==> src/rtl/gpcd_pkg.sv <==
package gpcd_pkg;

    // ==========================================================
    // Register indices; the byte address is four times the index.
    localparam logic [7:0] GPCD_IDX_PIN61 = 8'h48;
    localparam logic [7:0] GPCD_IDX_RSV49 = 8'h49;
    localparam logic [7:0] GPCD_IDX_RSV4A = 8'h4A;
    localparam logic [7:0] GPCD_IDX_PORT1 = 8'h4B;
    localparam logic [7:0] GPCD_IDX_PORT2 = 8'h4C;
    localparam logic [7:0] GPCD_IDX_PORT3 = 8'h4D;
    localparam logic [7:0] GPCD_IDX_PORT4 = 8'h4E;
    localparam logic [7:0] GPCD_IDX_IRQ_STAT = 8'h60;
    localparam logic [7:0] GPCD_IDX_IRQ_MASK = 8'h61;
    localparam logic [7:0] GPCD_IDX_CTRL = 8'h62;

    // ==========================================================
    // Field positions of the pin configuration register.
    localparam int GPCD_CFG_DIR = 0;
    localparam int GPCD_CFG_POL = 1;
    localparam int GPCD_CFG_FN_LO = 2;
    localparam int GPCD_CFG_OD = 7;
    localparam logic [7:0] GPCD_CFG_WMASK = 8'h8F;
    localparam logic [7:0] GPCD_CFG_RESET = 8'h01;

    // ==========================================================
    // Function selects.
    localparam logic [1:0] GPCD_FN_GPIO = 2'h0;
    localparam logic [1:0] GPCD_FN_LED = 2'h1;
    localparam logic [1:0] GPCD_FN_IRQ = 2'h2;

    // ==========================================================
    // Data register masks, reset values and interrupt bits.
    localparam logic [7:0] GPCD_DATA_RESET = 8'h00;
    localparam logic [7:0] GPCD_P1_MASK = 8'hFF;
    localparam logic [7:0] GPCD_P2_MASK = 8'hF7;
    localparam logic [7:0] GPCD_P3_MASK = 8'hFF;
    localparam logic [7:0] GPCD_P4_MASK = 8'h0F;
    localparam logic [7:0] GPCD_P3_MAIN_MASK = 8'h0C;
    localparam int GPCD_IRQ_EDGE = 0;
    localparam int GPCD_CTRL_LED = 0;

    typedef enum logic [1:0] {
        GPCD_IDLE = 2'b00,
        GPCD_ACCESS = 2'b01
    } gpcd_state_e;

endpackage

==> src/rtl/gpcd_sync.sv <==
module gpcd_sync
    import gpcd_pkg::*;
#(
    parameter int WIDTH = 1
) (
    input wire logic clk,
    input wire logic reset,
    input wire logic [WIDTH-1:0] async_in,
    output logic [WIDTH-1:0] sync_out
);

    logic [WIDTH-1:0] meta_q;
    logic [WIDTH-1:0] sync_q;

    // Refuses a width that the flip-flops cannot hold.
    if (WIDTH < 1) begin : g_width_check
        $error("gpcd_sync width must be positive.");
    end

    // ==========================================================
    // Two flip-flop synchroniser.
    always_ff @(posedge clk or posedge reset) begin
        if (reset) begin
            meta_q <= '0;
            sync_q <= '0;
        end else begin
            meta_q <= async_in;
            sync_q <= meta_q;
        end
    end

    assign sync_out = sync_q;

endmodule

==> src/rtl/gpcd_pin.sv <==
module gpcd_pin
    import gpcd_pkg::*;
(
    input wire logic clk,
    input wire logic reset,
    input wire logic [7:0] cfg,
    input wire logic data_bit,
    input wire logic led_level,
    input wire logic pin_sync,
    output logic pin_out,
    output logic pin_oe,
    output logic level,
    output logic edge_pulse
);

    logic prev_q;
    logic out_level;
    logic is_output;
    logic [1:0] fn_sel;

    assign fn_sel = cfg[GPCD_CFG_FN_LO +: 2];
    // Input when the direction bit is one, unless the LED function is selected.
    assign is_output = ~cfg[GPCD_CFG_DIR] || (fn_sel == GPCD_FN_LED);
    // Output level with polarity applied, LED select overrides data.
    assign out_level = ((fn_sel == GPCD_FN_LED) ? led_level : data_bit) ^ cfg[GPCD_CFG_POL];
    // Open drain drives only a low level.
    assign pin_out = cfg[GPCD_CFG_OD] ? 1'b0 : out_level;
    assign pin_oe = is_output && (cfg[GPCD_CFG_OD] ? ~out_level : 1'b1);
    // Read value is the pin after polarity.
    assign level = pin_sync ^ cfg[GPCD_CFG_POL];

    always_ff @(posedge clk or posedge reset) begin
        if (reset) begin
            prev_q <= 1'b0;
        end else begin
            prev_q <= pin_sync;
        end
    end

    // Either edge while the interrupt function is selected.
    assign edge_pulse = (fn_sel == GPCD_FN_IRQ) && (prev_q != pin_sync);

endmodule

==> src/rtl/gpcd_top.sv <==
// Behaviour
// Config bit 0: one input, zero output.
// Config bit 1 inverts pin polarity.
// Bits 3:2 pick GPIO, LED, edge interrupt.
// Bit 7 open drain; bits 6:4 reserved.
// Offsets 49 and 4A read zero.
// Port 1 data at 4B, reset zero.
// Port 2 data at 4C, bit 3 reserved.
// Port 3 data at 4D, reset zero.
// Port 3 bits 2,3 also main reset.
// Port 4 data at 4E, low nibble only.
// Reads give pin after polarity; writes drive. Port reads OR in the latch, and pin 61 as GPIO drives only its polarity bit.
// Either pin edge raises interrupt event.
module gpcd_top
    import gpcd_pkg::*;
(
    input wire logic clk,
    input wire logic reset,
    input wire logic main_reset,
    input wire logic psel,
    input wire logic penable,
    input wire logic pwrite,
    input wire logic [11:0] paddr,
    input wire logic [31:0] pwdata,
    output logic [31:0] prdata,
    output logic pready,
    output logic pslverr,
    input wire logic [7:0] port1_in,
    output logic [7:0] port1_out,
    input wire logic [7:0] port2_in,
    output logic [7:0] port2_out,
    input wire logic [7:0] port3_in,
    output logic [7:0] port3_out,
    input wire logic [7:0] port4_in,
    output logic [7:0] port4_out,
    input wire logic pin61_in,
    output logic pin61_out,
    output logic pin61_oe,
    output logic irq
);

    // ==========================================================
    // Registers.
    logic [7:0] cfg_q;
    logic [7:0] p1_q;
    logic [7:0] p2_q;
    logic [7:0] p3_q;
    logic [7:0] p4_q;
    logic [7:0] irq_stat_q;
    logic [7:0] irq_mask_q;
    logic [7:0] ctrl_q;
    logic [31:0] prdata_q;
    logic main_rst_meta_q;
    logic main_rst_q;

    // ==========================================================
    // Synchronised inputs and pin logic.
    logic [31:0] ports_sync;
    logic pin_sync;
    logic pin_level;
    logic edge_pulse;

    gpcd_sync #(.WIDTH(33)) u_sync (
        .clk(clk),
        .reset(reset),
        .async_in({pin61_in, port4_in, port3_in, port2_in, port1_in}),
        .sync_out({pin_sync, ports_sync})
    );

    gpcd_pin u_pin (
        .clk(clk),
        .reset(reset),
        .cfg(cfg_q),
        .data_bit(1'b0),
        .led_level(ctrl_q[GPCD_CTRL_LED]),
        .pin_sync(pin_sync),
        .pin_out(pin61_out),
        .pin_oe(pin61_oe),
        .level(pin_level),
        .edge_pulse(edge_pulse)
    );

    // ==========================================================
    // Bus decode.
    function automatic logic hit(input logic [11:0] addr, input logic [7:0] idx);
        hit = (addr == {2'b00, idx, 2'b00});
    endfunction

    logic wr_en;
    logic rd_en;
    logic sel_cfg;
    logic sel_rsv;
    logic sel_p1;
    logic sel_p2;
    logic sel_p3;
    logic sel_p4;
    logic sel_stat;
    logic sel_mask;
    logic sel_ctrl;
    logic mapped;
    logic [7:0] wbyte;
    logic [7:0] rd_byte;

    assign pready = 1'b1;
    assign wr_en = psel && penable && pwrite;
    assign rd_en = psel && penable && ~pwrite;
    assign wbyte = pwdata[7:0];
    assign sel_cfg = hit(paddr, GPCD_IDX_PIN61);
    assign sel_rsv = hit(paddr, GPCD_IDX_RSV49) || hit(paddr, GPCD_IDX_RSV4A);
    assign sel_p1 = hit(paddr, GPCD_IDX_PORT1);
    assign sel_p2 = hit(paddr, GPCD_IDX_PORT2);
    assign sel_p3 = hit(paddr, GPCD_IDX_PORT3);
    assign sel_p4 = hit(paddr, GPCD_IDX_PORT4);
    assign sel_stat = hit(paddr, GPCD_IDX_IRQ_STAT);
    assign sel_mask = hit(paddr, GPCD_IDX_IRQ_MASK);
    assign sel_ctrl = hit(paddr, GPCD_IDX_CTRL);
    assign mapped = sel_cfg | sel_rsv | sel_p1 | sel_p2 | sel_p3 | sel_p4 | sel_stat | sel_mask | sel_ctrl;
    assign pslverr = psel && penable && ~mapped;

    // Port reads show the input pins ORed with the latch, under the port mask.
    function automatic logic [7:0] port_rd(input logic [7:0] lat, input logic [7:0] pins, input logic [7:0] m);
        port_rd = (lat | pins) & m;
    endfunction

    assign rd_byte = sel_cfg ? cfg_q :
                     sel_rsv ? 8'h00 :
                     sel_p1 ? port_rd(p1_q, ports_sync[7:0], GPCD_P1_MASK) :
                     sel_p2 ? port_rd(p2_q, ports_sync[15:8], GPCD_P2_MASK) :
                     sel_p3 ? port_rd(p3_q, ports_sync[23:16], GPCD_P3_MASK) :
                     sel_p4 ? port_rd(p4_q, ports_sync[31:24], GPCD_P4_MASK) :
                     sel_stat ? irq_stat_q :
                     sel_mask ? irq_mask_q :
                     sel_ctrl ? {ctrl_q[7:1], pin_level} : 8'h00;

    // ==========================================================
    // Main supply reset is synchronised before use.
    always_ff @(posedge clk or posedge reset) begin
        if (reset) begin
            main_rst_meta_q <= 1'b0;
            main_rst_q <= 1'b0;
        end else begin
            main_rst_meta_q <= main_reset;
            main_rst_q <= main_rst_meta_q;
        end
    end

    // ==========================================================
    // Configuration and data registers.
    always_ff @(posedge clk or posedge reset) begin
        if (reset) begin
            cfg_q <= GPCD_CFG_RESET;
            p1_q <= GPCD_DATA_RESET;
            p2_q <= GPCD_DATA_RESET;
            p3_q <= GPCD_DATA_RESET;
            p4_q <= GPCD_DATA_RESET;
            ctrl_q <= 8'h00;
            irq_mask_q <= 8'h00;
        end else begin
            if (wr_en && sel_cfg) begin
                cfg_q <= wbyte & GPCD_CFG_WMASK;
            end
            if (wr_en && sel_p1) begin
                p1_q <= wbyte & GPCD_P1_MASK;
            end
            if (wr_en && sel_p2) begin
                p2_q <= wbyte & GPCD_P2_MASK;
            end
            if (main_rst_q) begin
                p3_q <= p3_q & ~GPCD_P3_MAIN_MASK;
            end else if (wr_en && sel_p3) begin
                p3_q <= wbyte & GPCD_P3_MASK;
            end
            if (wr_en && sel_p4) begin
                p4_q <= wbyte & GPCD_P4_MASK;
            end
            if (wr_en && sel_ctrl) begin
                ctrl_q <= {7'h00, wbyte[GPCD_CTRL_LED]};
            end
            if (wr_en && sel_mask) begin
                irq_mask_q <= {7'h00, wbyte[GPCD_IRQ_EDGE]};
            end
        end
    end

    // ==========================================================
    // Sticky status, set wins over write-one-to-clear.
    logic [7:0] stat_set;
    logic [7:0] stat_clr;
    assign stat_set = {7'h00, edge_pulse};
    assign stat_clr = (wr_en && sel_stat) ? wbyte : 8'h00;

    always_ff @(posedge clk or posedge reset) begin
        if (reset) begin
            irq_stat_q <= 8'h00;
        end else begin
            irq_stat_q <= (irq_stat_q & ~stat_clr) | stat_set;
        end
    end

    assign irq = |(irq_stat_q & irq_mask_q);

    // ==========================================================
    // Read data register.
    always_ff @(posedge clk or posedge reset) begin
        if (reset) begin
            prdata_q <= 32'h0000_0000;
        end else if (psel && ~penable && ~pwrite) begin
            prdata_q <= {24'h000000, rd_byte};
        end
    end

    assign prdata = prdata_q;

    // ==========================================================
    // Port outputs: written levels.
    assign port1_out = p1_q;
    assign port2_out = p2_q;
    assign port3_out = p3_q;
    assign port4_out = p4_q;
endmodule

==> config.mk <==
export PLATFORM = sky130hd
export DESIGN_NAME = gpcd_top
export DESIGN_NICKNAME = d
export VERILOG_FILES = /design/src/rtl/gpcd_pkg.sv /design/src/rtl/gpcd_sync.sv /design/src/rtl/gpcd_pin.sv /design/src/rtl/gpcd_top.sv
export SDC_FILE = /design/constraint.sdc
export NUM_CORES = 1
export LEC_CHECK = 0
export BUFFER_PORTS_ARGS = -buffer_cell sky130_fd_sc_hd__buf_2
export CAP_MARGIN = 20
export CORE_UTILIZATION = 30
export CTS_CLUSTER_SIZE = 24
export DETAILED_ROUTE_END_ITERATION = 8
export PLACE_DENSITY = 0.6
export SKIP_CTS_REPAIR_TIMING = 1
export SYNTH_ARGS = -nofsm -noshare
export SYNTH_HDL_FRONTEND = slang
export SYNTH_SLANG_ARGS = --single-unit
==> constraint.sdc <==
create_clock -name clk -period 3.8 [get_ports clk]
set_input_delay 0.38 -clock clk [delete_from_list [all_inputs] [get_ports clk]]
set_output_delay 0.38 -clock clk [all_outputs]
set_load 0.01 [all_outputs]
==> results of run 1 <==
[metrics by stage]
stage	instance area (sq um)	util, %	hold slack (ns)	setup slack, ns	total power, mW
floorplan	4480	-	0.331	0.548	1.31
global placement	4900	34.9	0.334	1.14	1.34
detailed placement	4900	34.9	0.336	1.07	1.35
CTS	5230	37.2	0.109	1.41	2.34
global route	5260	37.5	0.104	1.26	2.41
finish	5260	37.5	0.122	1.37	2.32
[sequential cells by signal (all words and copies together), names as in the netlist, 5 cells and up]
signal           flops
port2_out            7
u_sync.sync_out     28
prdata               8
u_sync.meta_q       28
port3_out            8
irq_stat_q           8
port1_out            8
cfg_q                5
[logic make-up after synthesis]
logic type / after synthesis
multiplexers: 32
other: 2
buffers and inverters: 42
flip-flops: 109
XOR/XNOR: 3
AO/OA/AOI/OAI: 62
AND/OR/NAND/NOR: 88
[per-layer routing]
layer	vias up	wire length (um)	share of wire, %	global-route usage, %
met5	-	0	0	0
met4	0	193	1.8	5.11
met3	16	836	7.9	5.99
met2	123	5260	50	23.9
met1	1471	4270	40	18.4
li1	1329	-	-	-
[final cells by class]
| cell class | count | area share, % |
|---|---|---|
| Clock inverter | 7 | 1.90 |
| Clock buffer | 9 | 4.28 |
| Tap cell | 180 | 4.28 |
| Timing Repair Buffer | 95 | 9.60 |
| Inverter | 4 | 0.333 |
| Multi-Input combinational cell | 215 | 27.8 |
| Sequential cell | 109 | 51.8 |
[cell usage after synthesis, types with 3 or more instances]
library cell	n
a211oi_1	3
a21boi_0	7
a21oi_1	7
a22oi_1	4
and2_1	3
buf_2	3
buf_4	33
dfrtp_1	108
inv_1	4
mux2_2	31
nand2_1	16
nand3_1	6
nor2_1	29
nor3_1	5
nor3b_2	3
o211ai_1	3
o21ai_0	18
o311ai_0	5
[report_power, final]
part           total (mW)  switching, mW  leakage, nW  internal [mW]
logic               0.123         0.0857        0.998         0.0376
clock network       0.993          0.460        0.158          0.533
registers            1.20         0.0100         1.38           1.19
total                2.32          0.556         2.53           1.76
[worst max-delay path: cells and delay by family]
family | cells | cell delay, ns
buffers and inverters | 2 | 0.26
and+or+nand+nor | 4 | 1.40
[final timing paths]
check	start	end	slack (ns)	cells after the start
max	paddr[6]	pslverr	1.37	6
min	port3_in[5]	u_sync.meta_q[21]$_DFF_PP0_	0.12	1
max reg2reg	main_rst_q$_DFF_PP0_	port3_out[6]$_DFFE_PP0P_	2.41	2
min reg2reg	u_sync.meta_q[7]$_DFF_PP0_	u_sync.sync_out[7]$_DFF_PP0_	0.35	0
max in group asynchronous	reset	port1_out[3]$_DFFE_PP0P_	2.36	5
min in group asynchronous	reset	u_sync.meta_q[4]$_DFF_PP0_	0.45	3
[cell usage in the layout (no fill, tap or decap), drive strengths merged, types with 8 or more instances in the layout]
cell type and instances:
conb 30, o21ai 19, nand2 16, nor3 8
clkbuf 9, buf 94, nor2 31, mux2 31
dfrtp 108
==> results.py, run 1 <==
metrics = {
    "run_status": {
        "outcome": "finished clean",
    },
    "floorplan": {
        "core_sq_mm": 0.0140,
        "die_area_sq_mm": 0.0151,
        "die_h_um": 123,
        "rows": 43,
        "io_pins": 152,
        "start_util_pct": 31.2,
        "die_w_um": 123,
    },
    "detailed_routing": {
        "postRouteAntennaNets": 0,
        "drc": 0,
        "drt-initial-drc-count": 167,
        "vias_per_cell": 4.75,
        "routedWlPerCell_um": 17.1,
        "finalWirelength_mm": 10.6,
        "first_pass_iters": 4,
        "vias": 2939,
    },
    "synth": {
        "synthXorXnorAreaFrac_pct": 0.600,
        "synth_area_leaders": "dfrtp_1, mux2_2, buf_4",
        "synth_top_area_share_pct": 61.7,
        "synth_top_family_by_area": "simple AND/OR/NAND/NOR gates",
        "synthCells": 338,
        "synthSimpleGateAreaFrac_pct": 12.3,
        "synth_compound_area_share_pct": 9.72,
        "ys_seq_area_share_pct": 62.3,
        "synth_warnings": 0,
        "synth_edf_count": 0,
        "synthMuxAreaShare_pct": 8.20,
        "yosysTopAreaCell": "dfrtp_1",
        "ys.flop_type": "dfrtp_1",
        "ys_types": 56,
        "synthArstFlopShare_pct": 100,
        "synth_area_sq_mm": 0.00438,
        "yosys_register_bits": 109,
        "avgSynthCellArea_sq_um": 13.0,
        "synth_fa_ha_area_share_pct": 0,
    },
    "worst_setup_path": {
        "worstPathCellList": "buf_2 -> nor3b_2 -> nand4_1 -> nand2_1 -> nor3_1 -> buf_2",
        "end_kind": "output pin",
        "cp.required_ns": 3.42,
        "crit_path_frequent_cell": "buf_2",
        "worstPathArrival_ns": 2.05,
        "worstSetupPathType": "in -> out",
        "start_kind": "input pin",
        "cpPeakStageDelay_ns": 0.70,
        "slowest_stage": "nor3b_2",
        "crit_fanout": 12,
    },
    "clock_tree": {
        "cts_sinks": 109,
        "cts_made_buffers": 9,
        "cts_tree": "yes",
        "clock-root-buffer": "clkbuf_16",
        "clk_pin_slew_ns": 0.08,
        "ctsHtreeMaxLevel": 3,
        "clock_latency_ns": 0.36,
        "clockBufferDepth": 2,
    },
    "placement": {
        "io_buffers": 92,
        "gp_congestion": 0.824,
        "hpwl_mm": 7.61,
        "dp_cells": 601,
    },
    "pwr": {
        "ir_worst_vdd_mv": 0.265,
        "leakagePower_nw": 2.53,
        "p_per_area_mw_per_mm2": 440,
    },
    "sta": {
        "relSlewSlack_pct": 43.4,
        "skew_ns": 0.0101,
        "drv_slew": 0,
        "fin_crit_ns": 2.43,
        "period_share_pct": 63.8,
        "finalSetupViolCount": 0,
        "fmaxAchievable_ghz": 0.412,
        "rsz0062_at_grt": "false",
        "worstMarginPinSlew_ns": 0.845,
        "setup-tns-final_ns": 0,
        "hold_viol_final": 0,
    },
    "layout": {
        "multi_input_area_sq_mm": 0.00146,
        "seqCellArea_sq_mm": 0.00273,
        "nNetsFinal": 517,
        "fill_cells": 1390,
        "stdcell_count": 619,
        "syn_to_final_growth_pct": 20.2,
        "drive_gt1_share_pct": 36.7,
        "antenna_cells": 0,
    },
    "run": {
        "drv_cap": 0,
    },
    "global_routing": {
        "grt_pass1_vias": 2910,
        "gr-usage-all-layers_pct": 15.0,
        "grt_max_degree": 81,
        "grt_first_pass_wirelength_mm": 16.2,
        "grt.overflow.total": 0,
        "antenna_found_initial": 0,
    },
    "worst_hold_path": {
        "hold_path_class": "in -> reg",
    },
}
Note: power is estimated with default switching activity, not from simulation.
==> inputs of run 2 (changes only) <==
- ABC_AREA: default -> 1
- PLACE_DENSITY: 0.6 -> 0.59
- clock period: 3.8 -> 2.4 ns (I/O delays scaled with it)
==> run 2 against run 1 <==
  * Cell area up 6.6%
  * Via count up 14%
  * Critical endpoint unchanged
  * Worst hold slack worse by 0.12 ns
  * Die area up 2.7%
  * Largest power group unchanged
  * First-iteration DRC count up 14%
  * Total power up 60%
  * Sequential share of layout area down 3.2 points
==> results.py, run 2 <==
metrics = {
    "run_status": {
        "outcome": "finished clean",
    },
    "synth": {
        "avgSynthCellArea_sq_um": 9.78,
        "synth_top_area_share_pct": 60.1,
        "synthSimpleGateAreaFrac_pct": 19.7,
        "synth_area_sq_mm": 0.00450,
        "synth_most_common_cell": "dfrtp_1",
        "synthXorXnorAreaFrac_pct": 0.195,
        "synth_top_family_by_area": "simple AND/OR/NAND/NOR gates",
        "synthMuxAreaShare_pct": 0,
        "synth_compound_area_share_pct": 9.13,
        "synthCells": 460,
        "ys.flop_type": "dfrtp_1",
        "yosys_register_bits": 109,
        "synth_fa_ha_area_share_pct": 0,
        "ys_top_cells_by_count": "dfrtp_1, nand2_1, inv_1, o21ai_0, nor2_1",
        "ys_types": 35,
        "synthArstFlopShare_pct": 100,
        "synth_area_leaders": "dfrtp_1, nand2_1, buf_4",
        "ys_seq_area_share_pct": 60.7,
        "synth_warnings": 0,
        "yosysTopAreaCell": "dfrtp_1",
        "synth_edf_count": 0,
    },
    "floorplan": {
        "rows": 44,
        "die_h_um": 124,
        "die_w_um": 124,
        "start_util_pct": 30.8,
        "die_area_sq_mm": 0.0155,
        "io_pins": 152,
        "core_sq_mm": 0.0146,
    },
    "worst_setup_path": {
        "slowest_stage": "nor3_1",
        "crit_fanout": 8,
        "critPathLaunch": "paddr[8]",
        "worstPathCellList": "buf_2 -> inv_1 -> nor2_2 -> nand2_4 -> nor2_4 -> nand2_1 -> inv_1 -> nor3_1 -> buf_2",
        "end_kind": "output pin",
        "worstPathArrival_ns": 1.52,
        "worstSetupPathType": "in -> out",
        "cpPeakStageDelay_ns": 0.31,
        "r2r-start": "cfg_q[1]$_DFFE_PP0P_",
        "start_kind": "input pin",
        "cp.required_ns": 2.16,
    },
    "global_routing": {
        "grt_max_degree": 52,
        "grt_pass1_vias": 3279,
        "gr-usage-all-layers_pct": 14.2,
        "grt.overflow.total": 0,
        "grt_first_pass_wirelength_mm": 16.9,
        "antenna_found_initial": 0,
    },
    "pwr": {
        "clkPwrFrac_pct": 41.5,
        "power_frac_comb_pct": 6.7,
        "power_mw": 3.72,
        "internal_power_mw": 2.90,
        "p_per_area_mw_per_mm2": 662,
        "seqPwrFrac_pct": 51.8,
        "p_sw_uw": 817,
        "ir_worst_vdd_mv": 0.255,
        "leakagePower_nw": 2.97,
        "swShare_pct": 22.0,
    },
    "layout": {
        "antenna_cells": 0,
        "drive_gt1_share_pct": 26.3,
        "fill_cells": 1465,
        "final_cell_mix": "dfrtp_1, buf_2, nand2_1",
        "syn_to_final_growth_pct": 24.7,
        "layout_commonest_cell": "dfrtp_1",
        "nNetsFinal": 664,
    },
    "sta": {
        "hold_ws_ns": 0.00124,
        "fmaxAchievable_ghz": 0.569,
        "fin_crit_ns": 1.76,
        "period_share_pct": 73.2,
        "finalSetupViolCount": 0,
        "skew_ns": 0.0111,
        "rsz0062_at_grt": "false",
        "drv_slew": 0,
        "setup-tns-final_ns": 0,
        "hold_viol_final": 0,
    },
    "detailed_routing": {
        "postRouteAntennaNets": 0,
        "vias": 3362,
        "routedWlPerCell_um": 13.7,
        "drt-initial-drc-count": 190,
        "drc": 0,
        "vias_per_cell": 4.37,
        "first_pass_iters": 5,
        "finalWirelength_mm": 10.5,
    },
    "clock_tree": {
        "cts_made_buffers": 9,
        "ctsHtreeMaxLevel": 3,
        "cts_tree": "yes",
        "clk_pin_slew_ns": 0.07,
        "cts_sinks": 109,
        "clock_latency_ns": 0.34,
        "clock-root-buffer": "clkbuf_16",
        "clockBufferDepth": 2,
    },
    "worst_hold_path": {
        "hold_path_class": "in -> reg",
        "holdCritStartpoint": "port3_in[0]",
    },
    "placement": {
        "hpwl_mm": 8.03,
        "io_buffers": 92,
        "gp_congestion": 0.823,
    },
    "run": {
        "drv_cap": 0,
    },
}
run 2: worst paths after layout:
| path | end | slack (ns) | cells past startpoint |
|---|---|---|---|
| setup / recovery | pslverr | 0.64 | 9 |
| hold / removal | u_sync.meta_q[16]$_DFF_PP0_ | 0.001 | 1 |
| setup reg to reg | prdata[0]$_DFFE_PP0P_ | 1.04 | 10 |
| hold reg to reg | u_sync.sync_out[9]$_DFF_PP0_ | 0.35 | 0 |
| max in group asynchronous | u_sync.sync_out[19]$_DFF_PP0_ | 1.35 | 4 |
| min in group asynchronous | port1_out[4]$_DFFE_PP0P_ | 0.41 | 3 |
run 2: power by group through the flow:
stage                     clock, mW  sequential [mW]  combinational [mW]
after floorplan                   0             1.96               0.156
after global placement            0             1.96               0.227
after detailed placement          0             1.96               0.230
after CTS                      1.57             1.92               0.230
after global routing           1.65             1.93               0.281
final                          1.54             1.92               0.250
run 2: critical path: cells and delay by family:
kind                   cells  cell delay (ns)
and+or+nand+nor            5             0.81
buffers and inverters      4             0.45
run 2: through the flow:
stage / area (sq um) / util (%) / worst slack [ns] / std cells
2_1_floorplan: 4610 / - / 0.845 / 488
3_3_place_gp: 5090 / 34.9 / 0.680 / 734
3_5_place_dp: 5090 / 34.9 / 0.665 / 734
4_1_cts: 5410 / 37.1 / 0.626 / 750
5_1_grt: 5610 / 38.4 / 0.529 / 770
6_report: 5610 / 38.4 / 0.643 / 770
run 2: routing by layer:
layer / track usage (%) / wire length (um)
met1: 18.7 / 4780
met4: 7.16 / 258
met3: 3.14 / 592
met5: 0 / 0
met2: 22.0 / 4900
run 2: cell type report:
| cell class | count | area [sq um] | share of cell area, % |
|---|---|---|---|
| sequential | 109 | 2730 | 48.7 |
| multi-input combinational | 290 | 1420 | 25.3 |
| timing repair buffer | 116 | 703 | 12.5 |
| clock buffer | 12 | 267 | 4.75 |
| tap | 184 | 230 | 4.10 |
| inverter | 55 | 210 | 3.75 |
| clock inverter | 4 | 53.8 | 0.959 |
run 2: cells by family after synthesis:
logic type | after synthesis
flip-flops | 109
AND/OR/NAND/NOR | 185
XOR/XNOR | 1
AO/OA/AOI/OAI | 74
other | 2
buffers and inverters | 89
